<file path="config.mk">
export PLATFORM = sky130hd
export DESIGN_NAME = phy_indicator_and_reset_control
export DESIGN_NICKNAME = d
export VERILOG_FILES = /design/src/rtl/phy_ind_pkg.sv /design/src/rtl/lamp_stretch.sv /design/src/rtl/phy_indicator_and_reset_control.sv
export SDC_FILE = /design/constraint.sdc
export NUM_CORES = 1
export LEC_CHECK = 0
export BUFFER_PORTS_ARGS = -buffer_cell sky130_fd_sc_hd__buf_2
export CAP_MARGIN = 15
export CORE_MARGIN = 2
export CORE_UTILIZATION = 45
export CTS_BUF_LIST = sky130_fd_sc_hd__clkbuf_16
export DETAILED_ROUTE_END_ITERATION = 12
export PLACE_DENSITY = 0.79
export SETUP_SLACK_MARGIN = 0.02
export SYNTH_ARGS = -nofsm -noshare
export SYNTH_HDL_FRONTEND = slang
export SYNTH_SLANG_ARGS = --single-unit
</file>
<file path="constraint.sdc">
create_clock -name clk_sys_i -period 2.5 [get_ports clk_sys_i]
set_input_delay 0.5 -clock clk_sys_i [delete_from_list [all_inputs] [get_ports clk_sys_i]]
set_output_delay 0.5 -clock clk_sys_i [all_outputs]
set_load 0.05 [all_outputs]
</file>
<file path="src/rtl/phy_ind_pkg.sv">
package phy_ind_pkg;

  // clock and timing
  localparam int CLK_FREQ_MHZ      = 200;
  localparam int RESET_STRETCH_US  = 300;
  localparam int RESET_STRETCH_CYC = RESET_STRETCH_US * CLK_FREQ_MHZ;
  localparam int LAMP_TICK_US      = 1000;
  localparam int LAMP_TICK_CYC     = LAMP_TICK_US * CLK_FREQ_MHZ;
  localparam int LAMP_HOLD_MS      = 5;

  // register map, byte addresses
  localparam int            WB_AW      = 8;
  localparam logic [7:0]    CTRL_OFS   = 8'h00;
  localparam logic [7:0]    CFG_OFS    = 8'h04;
  localparam logic [7:0]    STATUS_OFS = 8'h08;
  localparam logic [7:0]    CFGPIN_OFS = 8'h0C;

  // field positions
  localparam int CTRL_SOFT_RESET_BIT = 15;
  localparam int CTRL_PWRDN_BIT      = 11;
  localparam int CFG_CSEL_LSB        = 2;
  localparam int STAT_RESET_BIT      = 0;
  localparam int STAT_PWRDN_BIT      = 1;
  localparam int STAT_LINK_BIT       = 2;
  localparam int STAT_SEED_LSB       = 8;

  // configuration pins
  localparam int CFG_PIN_N = 5;
  localparam int LVL_CMP   = 3;

  typedef enum logic [1:0] {
    CSEL_COLLISION   = 2'h0,
    CSEL_FULL_DUPLEX = 2'h1,
    CSEL_LINK        = 2'h2,
    CSEL_ACTIVITY    = 2'h3
  } csel_t;

  localparam csel_t CSEL_RESET = CSEL_COLLISION;

  // gray path hold -> stretch -> run
  typedef enum logic [1:0] {
    RST_HOLD    = 2'h0,
    RST_STRETCH = 2'h1,
    RST_RUN     = 2'h3
  } rst_state_t;

  typedef struct packed {
    logic speed_indicator_n;
    logic receive_activity_indicator_n;
    logic transmit_activity_indicator_n;
    logic link_indicator_n;
    logic collision_indicator_n;
  } indicator_t;

  localparam indicator_t IND_OFF = 5'h1F;

  typedef struct packed {
    logic speed_100;
    logic rx_active;
    logic tx_active;
    logic collision;
    logic descr_lock;
    logic idle_valid;
    logic link_valid_10;
    logic full_duplex;
  } phy_status_t;

  typedef struct packed {
    logic             cyc;
    logic             stb;
    logic             we;
    logic [3:0]       sel;
    logic [WB_AW-1:0] adr;
    logic [31:0]      dat;
  } wb_req_t;

  typedef struct packed {
    logic        ack;
    logic [31:0] dat;
  } wb_rsp_t;

endpackage : phy_ind_pkg

</file>
<file path="src/rtl/lamp_stretch.sv">
`timescale 1ns/1ps
module lamp_stretch #(
  parameter int HOLD_TICKS = 5
) (
  // clock and reset
  input  wire logic clk_sys_i,
  input  wire logic reset_n_i,
  // timing
  input  wire logic tick_i,
  // event
  input  wire logic event_i,
  output logic      active_o
);
  import phy_ind_pkg::*;

  localparam int CW = $clog2(HOLD_TICKS + 1);
  localparam logic [CW-1:0] HOLD = CW'(HOLD_TICKS);

  typedef struct packed {
    logic [CW-1:0] cnt;
  } state_t;

  state_t st_reg;
  state_t st_next;

  // reload while the event lasts, decay on each ms tick
  always_comb begin
    st_next = st_reg;
    if (event_i) begin
      st_next.cnt = HOLD;
    end else if (tick_i && st_reg.cnt != '0) begin
      st_next.cnt = st_reg.cnt - CW'(1);
    end
  end

  always_ff @(posedge clk_sys_i or negedge reset_n_i) begin
    if (!reset_n_i) begin
      st_reg <= '0;
    end else begin
      st_reg <= st_next;
    end
  end

  // short pulses still reach the lamp in the same cycle
  assign active_o = event_i | (st_reg.cnt != '0);

endmodule : lamp_stretch

</file>
<file path="src/rtl/phy_indicator_and_reset_control.sv">
// Notes on behaviour
// - speed indicator low when 100 Mbps is selected, high otherwise.
// - receive indicator low while receiver active, high when idle; the code holds it low for up to HOLD_MS ms after activity ends.
// - transmit indicator low while transmitter active, high when idle; the code holds it low for up to HOLD_MS ms after activity ends.
// - at 100 Mbps link indicator low only with descrambler lock and valid idles.
// - at 10 Mbps link indicator low whenever link-valid is true.
// - by default collision indicator low while a collision is seen.
// - software selects what the collision indicator shows via config field.
// - reset when external reset pin low or soft reset bit set, ORed.
// - internal reset cycle lasts 300 us more after reset release.
// - power-down when power-down pin high or power-down bit set, ORed.
// - indicator pin levels sampled during power-up form the scrambler seed.
// - five config inputs, each resolved to four states, lowest is default.
// - register bits are named register.bit, bit numbers 0 to 15.
`timescale 1ns/1ps
module phy_indicator_and_reset_control
  import phy_ind_pkg::*;
#(
  parameter int RST_STRETCH_CYC = phy_ind_pkg::RESET_STRETCH_CYC,
  parameter int MS_TICK_CYC     = phy_ind_pkg::LAMP_TICK_CYC,
  parameter int HOLD_MS         = phy_ind_pkg::LAMP_HOLD_MS
) (
  // clock and reset
  input  wire logic                     clk_sys_i,
  input  wire logic                     reset_n_i,
  // wishbone slave
  input  wire phy_ind_pkg::wb_req_t     wb_req_i,
  output phy_ind_pkg::wb_rsp_t          wb_rsp_o,
  // device pins
  input  wire logic                     ext_reset_n_i,
  input  wire logic                     power_down_input_i,
  input  wire logic [14:0]              multilevel_config_input_i,
  input  wire phy_ind_pkg::indicator_t  ind_i,
  output phy_ind_pkg::indicator_t       ind_o,
  output phy_ind_pkg::indicator_t       ind_oe_n_o,
  // phy core
  input  wire phy_ind_pkg::phy_status_t phy_status_i,
  output logic                          reset_cycle_o,
  output logic                          power_down_o,
  output logic [4:0]                    scrambler_seed_o,
  output logic [9:0]                    cfgpin_state_o
);
  import phy_ind_pkg::*;

  localparam int RW = $clog2(RST_STRETCH_CYC + 1);
  localparam int TW = $clog2(MS_TICK_CYC + 1);
  localparam logic [RW-1:0] RST_LOAD  = RW'(RST_STRETCH_CYC - 1);
  localparam logic [TW-1:0] TICK_LOAD = TW'(MS_TICK_CYC - 1);

  typedef struct packed {
    logic             ext_rst_meta;
    logic             ext_rst_sync;
    logic             pd_meta;
    logic             pd_sync;
    logic [4:0]       ind_meta;
    logic [4:0]       ind_sync;
    logic [14:0]      cfgpin_meta;
    logic [14:0]      cfgpin_sync;
    rst_state_t       rst_state;
    logic [RW-1:0]    rst_cnt;
    logic [TW-1:0]    ms_cnt;
    logic             ms_tick;
    logic             soft_rst;
    logic             pwrdn_bit;
    csel_t            csel;
    logic [4:0]       seed;
    indicator_t       ind;
    logic             wb_ack;
    logic [31:0]      wb_dat;
  } state_t;

  state_t st_reg;
  state_t st_next;

  logic [2:0]       act;
  logic [2:0]       act_lamp;
  logic [4:0][1:0]  cfgpin_state;
  logic             rst_req;
  logic             pd_any;
  logic             live;
  logic             link_up;
  logic             wb_acc;
  logic             wb_wr;

  // thermometer from three comparators; odd codes fall back to default
  function automatic logic [1:0] lvl_resolve(input logic [2:0] t);
    logic [1:0] s;
    case (t)
      3'h1:    s = 2'h1;
      3'h3:    s = 2'h2;
      3'h7:    s = 2'h3;
      default: s = 2'h0;
    endcase
    return s;
  endfunction : lvl_resolve

  genvar g;
  generate
    for (g = 0; g < CFG_PIN_N; g++) begin : g_cfgpin
      assign cfgpin_state[g] = lvl_resolve(st_reg.cfgpin_sync[g*LVL_CMP +: LVL_CMP]);
    end
  endgenerate

  assign act = {phy_status_i.collision, phy_status_i.tx_active, phy_status_i.rx_active};

  generate
    for (g = 0; g < 3; g++) begin : g_lamp
      lamp_stretch #(
        .HOLD_TICKS (HOLD_MS)
      ) u_lamp (
        .clk_sys_i (clk_sys_i),
        .reset_n_i (reset_n_i),
        .tick_i    (st_reg.ms_tick),
        .event_i   (act[g]),
        .active_o  (act_lamp[g])
      );
    end
  endgenerate

  assign rst_req = !st_reg.ext_rst_sync || st_reg.soft_rst;
  assign pd_any  = st_reg.pd_sync || st_reg.pwrdn_bit;
  assign live    = (st_reg.rst_state == RST_RUN) && !pd_any;

  // link qualification differs per speed
  always_comb begin
    if (phy_status_i.speed_100) begin
      link_up = phy_status_i.descr_lock && phy_status_i.idle_valid;
    end else begin
      link_up = phy_status_i.link_valid_10;
    end
  end

  assign wb_acc = wb_req_i.cyc && wb_req_i.stb && !st_reg.wb_ack;
  assign wb_wr  = wb_acc && wb_req_i.we;

  always_comb begin
    st_next = st_reg;

    // two-flop synchronisers for all pins
    st_next.ext_rst_meta = ext_reset_n_i;
    st_next.ext_rst_sync = st_reg.ext_rst_meta;
    st_next.pd_meta      = power_down_input_i;
    st_next.pd_sync      = st_reg.pd_meta;
    st_next.ind_meta     = ind_i;
    st_next.ind_sync     = st_reg.ind_meta;
    st_next.cfgpin_meta  = multilevel_config_input_i;
    st_next.cfgpin_sync  = st_reg.cfgpin_meta;

    // millisecond enable for the lamps
    st_next.ms_tick = 1'b0;
    if (st_reg.ms_cnt == '0) begin
      st_next.ms_cnt  = TICK_LOAD;
      st_next.ms_tick = 1'b1;
    end else begin
      st_next.ms_cnt = st_reg.ms_cnt - TW'(1);
    end

    // reset cycle
    case (st_reg.rst_state)
      RST_HOLD: begin
        st_next.rst_cnt = RST_LOAD;
        if (!rst_req) begin
          st_next.rst_state = RST_STRETCH;
        end
      end
      RST_STRETCH: begin
        if (rst_req) begin
          st_next.rst_state = RST_HOLD;
        end else if (st_reg.rst_cnt == '0) begin
          st_next.rst_state = RST_RUN;
          st_next.seed      = st_reg.ind_sync;
        end else begin
          st_next.rst_cnt = st_reg.rst_cnt - RW'(1);
        end
      end
      RST_RUN: begin
        if (rst_req) begin
          st_next.rst_state = RST_HOLD;
        end
      end
      default: begin
        st_next.rst_state = RST_HOLD;
      end
    endcase

    // soft reset bit clears itself once the hold state is reached
    if (st_reg.rst_state == RST_HOLD) begin
      st_next.soft_rst = 1'b0;
    end

    // indicators; dark in reset cycle and power-down
    st_next.ind = IND_OFF;
    if (live) begin
      st_next.ind.speed_indicator_n             = !phy_status_i.speed_100;
      st_next.ind.receive_activity_indicator_n  = !act_lamp[0];
      st_next.ind.transmit_activity_indicator_n = !act_lamp[1];
      st_next.ind.link_indicator_n              = !link_up;
      case (st_reg.csel)
        CSEL_COLLISION: begin
          st_next.ind.collision_indicator_n = !act_lamp[2];
        end
        CSEL_FULL_DUPLEX: begin
          st_next.ind.collision_indicator_n = !phy_status_i.full_duplex;
        end
        CSEL_LINK: begin
          st_next.ind.collision_indicator_n = !link_up;
        end
        default: begin
          st_next.ind.collision_indicator_n = !(act_lamp[0] || act_lamp[1]);
        end
      endcase
    end

    // wishbone: one wait state, ack for one cycle
    st_next.wb_ack = wb_acc;
    st_next.wb_dat = 32'h0000_0000;
    if (wb_acc && !wb_req_i.we) begin
      case (wb_req_i.adr)
        CTRL_OFS: begin
          st_next.wb_dat[CTRL_SOFT_RESET_BIT] = st_reg.soft_rst;
          st_next.wb_dat[CTRL_PWRDN_BIT]      = st_reg.pwrdn_bit;
        end
        CFG_OFS: begin
          st_next.wb_dat[CFG_CSEL_LSB +: 2] = st_reg.csel;
        end
        STATUS_OFS: begin
          st_next.wb_dat[STAT_RESET_BIT]     = reset_cycle_o;
          st_next.wb_dat[STAT_PWRDN_BIT]     = pd_any;
          st_next.wb_dat[STAT_LINK_BIT]      = link_up;
          st_next.wb_dat[STAT_SEED_LSB +: 5] = st_reg.seed;
        end
        CFGPIN_OFS: begin
          st_next.wb_dat[9:0] = cfgpin_state;
        end
        default: begin
          st_next.wb_dat = 32'h0000_0000;
        end
      endcase
    end
    if (wb_wr) begin
      case (wb_req_i.adr)
        CTRL_OFS: begin
          if (wb_req_i.sel[1]) begin
            st_next.soft_rst  = wb_req_i.dat[CTRL_SOFT_RESET_BIT];
            st_next.pwrdn_bit = wb_req_i.dat[CTRL_PWRDN_BIT];
          end
        end
        CFG_OFS: begin
          if (wb_req_i.sel[0]) begin
            st_next.csel = csel_t'(wb_req_i.dat[CFG_CSEL_LSB +: 2]);
          end
        end
        default: begin
          st_next.csel = st_reg.csel;
        end
      endcase
    end
  end

  always_ff @(posedge clk_sys_i or negedge reset_n_i) begin
    if (!reset_n_i) begin
      st_reg           <= '0;
      st_reg.rst_state <= RST_HOLD;
      st_reg.csel      <= CSEL_RESET;
      st_reg.ind       <= IND_OFF;
      st_reg.rst_cnt   <= RST_LOAD;
    end else begin
      st_reg <= st_next;
    end
  end

  // pins released while straps are read
  assign ind_o            = st_reg.ind;
  assign ind_oe_n_o       = (st_reg.rst_state == RST_RUN) ? '0 : IND_OFF;
  assign reset_cycle_o    = st_reg.rst_state != RST_RUN;
  assign power_down_o     = pd_any;
  assign scrambler_seed_o = st_reg.seed;
  assign cfgpin_state_o   = cfgpin_state;
  assign wb_rsp_o.ack     = st_reg.wb_ack;
  assign wb_rsp_o.dat     = st_reg.wb_dat;
endmodule : phy_indicator_and_reset_control
</file>
# [After elaboration in Yosys (flattened, before gate mapping)]
# Cells that the tools add are included.
[totals] register_bits=137 word_cells=144 in_bits=79
[classes] n_reduce_logical=40 n_mux=41 eq_ne=28 n_bitwise=4 addsub=5
[op_table] operator="$mux W16" n=3
[op_table] operator="$pmux W2 S3" n=6
[op_table] operator="$pmux W16 S2" n=1
[op_table] operator="$logic_not A18 Y1" n=1
[op_table] operator="$mux W18" n=1
[op_table] operator="$mux W3" n=6
[op_table] operator="$sub A18 B1 Y18 const B" n=1
[op_table] operator="$eq A8 B4 Y1 const B" n=2
[op_table] operator="$logic_not A16 Y1" n=1
[op_table] operator="$mux W2" n=8
[op_table] operator="$sub A16 B1 Y16 const B" n=1
[op_table] operator="$eq A3 B1 Y1 const B" n=5
[op_table] operator="$eq A3 B2 Y1 const B" n=5
[op_table] operator="$eq A3 B3 Y1 const B" n=5
[op_table] operator="$reduce_and A3 Y1" n=5
[op_table] operator="$logic_not A1 Y1" n=11
[op_table] operator="$mux W5" n=2
[op_table] operator="$ne A2 B2 Y1 const B" n=5
[op_table] operator="$logic_and A1 B1 Y1" n=9
[op_table] operator="$reduce_bool A3 Y1" n=3
[op_table] operator="$sub A3 B1 Y3 const B" n=3
[op_table] operator="$eq A8 B3 Y1 const B" n=1
[op_table] operator="$logic_not A8 Y1" n=1
[op_table] operator="$mux W4" n=2
[op_table] operator="other kinds (12)" n=30

# [Logic depth before layout (Yosys ltp)]
[logic_depth] depth_word=6 mapped_depth=7 mapped_depth_nobuf=6

# [By module]
# Synthesis repeated with hierarchy kept, for this count alone.
[unflattened] hier_cells=454 hier_area_um2=5272.6
[by_module_without_submodules] mod="phy_indicator_and_reset_control" cells_per_inst=400 n_inst=1 seq_area_each_um2=2772.7 area_each_um2=4702.0
[by_module_without_submodules] mod="lamp_stretch" cells_per_inst=18 n_inst=3 seq_area_each_um2=75.1 area_each_um2=190.2

# [Least setup slack after synthesis]
# OpenSTA, ideal clock, no wires.
[synth_path] kind="register to register" from="register st_reg[74] (netlist name)" to="register st_reg[78] (netlist name)" required_ps=2423 path_stages_with_launch=6 period_less_slack_ps=2071 path_buffers=1 slack_ps=429 arrival_ps=1993 setup_ps=77 cell_sequence="dfrtp_1 or4_4 or3_1 buf_6 or4_1 a21oi_1"
[synth_between] elab_chain_cells=4 word_cells_on_any_way=7 cone_classes="add/sub: 1; eq/ne: 1; mux: 3; reduce/logical: 2"
[synth_lines] item="from (decl)" line_no="phy_indicator_and_reset_control.sv:72" rtl="state_t st_reg;"
[synth_lines] item="from (signal assigned)" line_no="phy_indicator_and_reset_control.sv:268" rtl="st_reg <= st_next;"
[synth_lines] item="$sub A16 B1 Y16" line_no="phy_indicator_and_reset_control.sv:173" rtl="st_next.rst_cnt = st_reg.rst_cnt - RW'(1);"
[synth_lines] item="$mux W16" line_no="phy_indicator_and_reset_control.sv:169" rtl="end else if (st_reg.rst_cnt == '0) begin"
[synth_lines] item="$mux W16" line_no="phy_indicator_and_reset_control.sv:167" rtl="if (rst_req) begin"
[synth_lines] item="$pmux W16 S2" line_no="phy_indicator_and_reset_control.sv:159" rtl="case (st_reg.rst_state)"
# Parallel ways exist; a longest one is shown, timed or not. The select of a mux whose other input is x is not followed.
# A chain may end at the register's enable or synchronous reset.

# [Worst setup path in the final report]
[layout_path] from="register st_reg[74] (netlist name)" to="register st_reg[79] (netlist name)"
# Same word-level chain as after synthesis.

==> results.json <==
{
  "fin_worst_skew_ns": 0.006652,
  "netlist_top_cells_area": "dfrtp_1, dfstp_2, buf_4",
  "fmax_mhz": 452.9,
  "grt_pass1_wl_um": 16700,
  "relSlewSlack_pct": 60.47,
  "grt_max_degree": 46,
  "numCtsBuffers": 17,
  "finalHoldViolCount": 0,
  "synth_cell_types": 52,
  "clock_latency_ns": 0.41,
  "vias_per_cell": 5.078,
  "synth_compound_area_share_pct": 5.943,
  "grt_usage_pct": 17.07,
  "core_um2": 11320,
  "synthCells": 449,
  "finalNonFillerCells": 683,
  "worstPathArrival_ns": 2.54,
  "seq_area_frac_synth_pct": 57.89,
  "die_h_um": 111.3,
  "tightest_slew_ns": 0.5780,
  "reg2regPathDepth": 4,
  "power_density_nw_per_um2": 741.0,
  "numPortBuffers": 90,
  "drt-initial-drc-count": 159,
  "synthXorXnorAreaFrac_pct": 2.706,
  "synth.area.mux_share_pct": 4.880,
  "synth_seq_cells": 119,
  "p_leak_nw": 2.768,
  "die_w_um": 111.3,
  "dp_hpwl_um": 7036,
  "period_needed_ns": 2.208,
  "synthArstFlopShare_pct": 100.0,
  "avgSynthCellArea_um2": 11.53,
  "cts_tree": "built",
  "min_path_type": "in2async",
  "grt_remaining_overflow": 0,
  "dr_total_vias": 3468,
  "r2r-start": "st_reg[74]",
  "fill_cells": 944,
  "rsz0062_at_grt": "no",
  "clk_pin_slew_ns": 0.05,
  "globalplace.congestion": 0.8801,
  "synth_top_area_share_pct": 49.77,
  "initial_utilization_pct": 45.74,
  "placed_cells": 651,
  "wire_per_inst_um": 14.34,
  "critPathCaptureType": "register",
  "cts_max_level": 4,
  "start_kind": "register",
  "grt_pass1_vias": 3517,
  "max-cap-violations": 0,
  "hold_ws_ns": 0.04150,
  "cts_sinks": 119,
  "slew_viol_final": 0,
  "synthSimpleGateAreaFrac_pct": 17.13,
  "ys.warnings.count": 0,
  "synthFlopType": "dfrtp_1",
  "drt-total-wl_um": 9793,
  "rrSetupSlack_ns": 0.29,
  "final_nets": 615,
  "syn_to_final_growth_pct": 18.02,
  "worstSetupPathType": "reg2reg",
  "antenna_found_initial": 0,
  "cts_hold_buf": 0,
  "drive_gt1_share_pct": 31.30,
  "synth_most_common_cell": "dfrtp_1",
  "worstReg2RegEnd": "st_reg[79]",
  "status": "finished, final reports clean",
  "clk_path_buf_depth": 2,
  "drc": 0,
  "fin_setup_tns_ns": 0,
  "largest_reg_flops": 63,
  "critPathRequiredTime_ns": 2.84,
  "post-route-util_pct": 53.99,
  "die-area_um2": 12380,
  "synth_common_cells": "dfrtp_1, buf_4, nor2_1",
  "report.final.setup_viol": 0,
  "row_count": 39,
  "diodes": 0,
  "yosysTopAreaCell": "dfrtp_1",
  "syn_area_um2": 5179,
  "synth_adder_area_share_pct": 2.174,
  "ant_nets": 0,
  "post-route-period-util_pct": 88.32,
  "vdd_ir_drop_max_v": 0.0004633,
  "synth_top_family_by_area": "simple AND/OR/NAND/NOR gates",
  "io_pins": 139,
  "post_cts_buffers": 0,
  "path_max_fanout": 10,
  "synth-edff-count": 0,
  "cts_resized": 0,
  "cts_root_buffer": "clkbuf_16",
  "dr.pass1.iters": 4
}
[logic make-up after synthesis]
group           count (synthesis)
buf+inv                        74
compound gates                 47
xor+xnor                       16
flops                         119
other cells                     1
mux                            23
fa+ha+maj                       9
simple gates                  160
[metal layers]
layer	global-route usage, %	share of wire, %	vias up
li1	-	-	1643
met3	6.178	5.4	14
met2	29.07	53	86
met4	5.514	1.2	0
met5	0	0	-
met1	20.19	41	1725
[layout by cell type, fill, tap and decap left out, types with 3 or more instances in the layout]
master      netlist  layout
a21oi_1          16      16
conb_1            1      18
nor4_1            7       7
buf_4            49      11
inv_1            15      16
nor3b_1           5       5
dfrtp_1         103     103
or3_1             8       8
nand2b_1          5       5
or2_2             6       6
clkinvlp_4        0       5
xnor2_1           9       9
nand3_1           9       9
clkinv_2          0       4
nand4_1           5       5
and2_1           17      17
mux2_2            8       8
nand2_1          30      30
nor2_1           32      32
buf_2             0      89
or4_1             8       8
clkbuf_16         0      17
nor3_1           11      11
o21ai_0           8       8
dfstp_2          16      16
mux2i_1          14      14
nor4b_1           3       3
xor2_1            7       7
ha_1              9       9
o31ai_1           9       9
[stage by stage]
stage                     instance area [µm²]  total power, mW  setup slack [ns]
final                                    6112            4.529            0.2920
after global placement                   5549            2.285            0.3667
after CTS                                6112            4.585            0.2825
after detailed placement                 5549            2.294            0.3050
after global routing                     6112            4.706            0.1448
after floorplan                          5243            2.202            0.4291
[power by group]
part	internal, mW	leakage [nW]	switching [mW]	total (mW)
sequential	1.97	1.42	0.0178	1.99
clock	1.44	0.267	0.827	2.27
combinational	0.0722	1.08	0.194	0.267
[worst max path at each step]
| stage | slack (ns) | depth (start not counted) | start | to |
|---|---|---|---|---|
| after floorplan | 0.43 | 5 | st_reg[74] | st_reg[78] |
| after global placement | 0.37 | 4 | st_reg[74] | st_reg[78] |
| after detailed placement | 0.31 | 4 | st_reg[74] | st_reg[79] |
| after CTS | 0.28 | 4 | st_reg[74] | st_reg[79] |
| after global routing | 0.14 | 4 | st_reg[73] | st_reg[79] |
| final | 0.29 | 4 | st_reg[74] | st_reg[79] |
[area by class of cell]
| class | instances | area (µm²) | share of cell area (%) |
|---|---|---|---|
| sequential | 119 | 2998 | 49.05 |
| tap | 143 | 178.9 | 2.927 |
| multi-input combinational | 273 | 1768 | 28.93 |
| clock inverter | 15 | 137.6 | 2.252 |
| inverter | 15 | 56.30 | 0.9212 |
| clock buffer | 17 | 425.4 | 6.960 |
| timing repair buffer | 101 | 548.0 | 8.966 |
[worst max-delay path: stages (launching register included)]
cell     delay, ns
dfrtp_1       0.42
or4_4         0.54
or3_1         0.50
nor4b_1       0.43
mux2i_1       0.24
No activity file was read; power rests on OpenSTA's default activity.
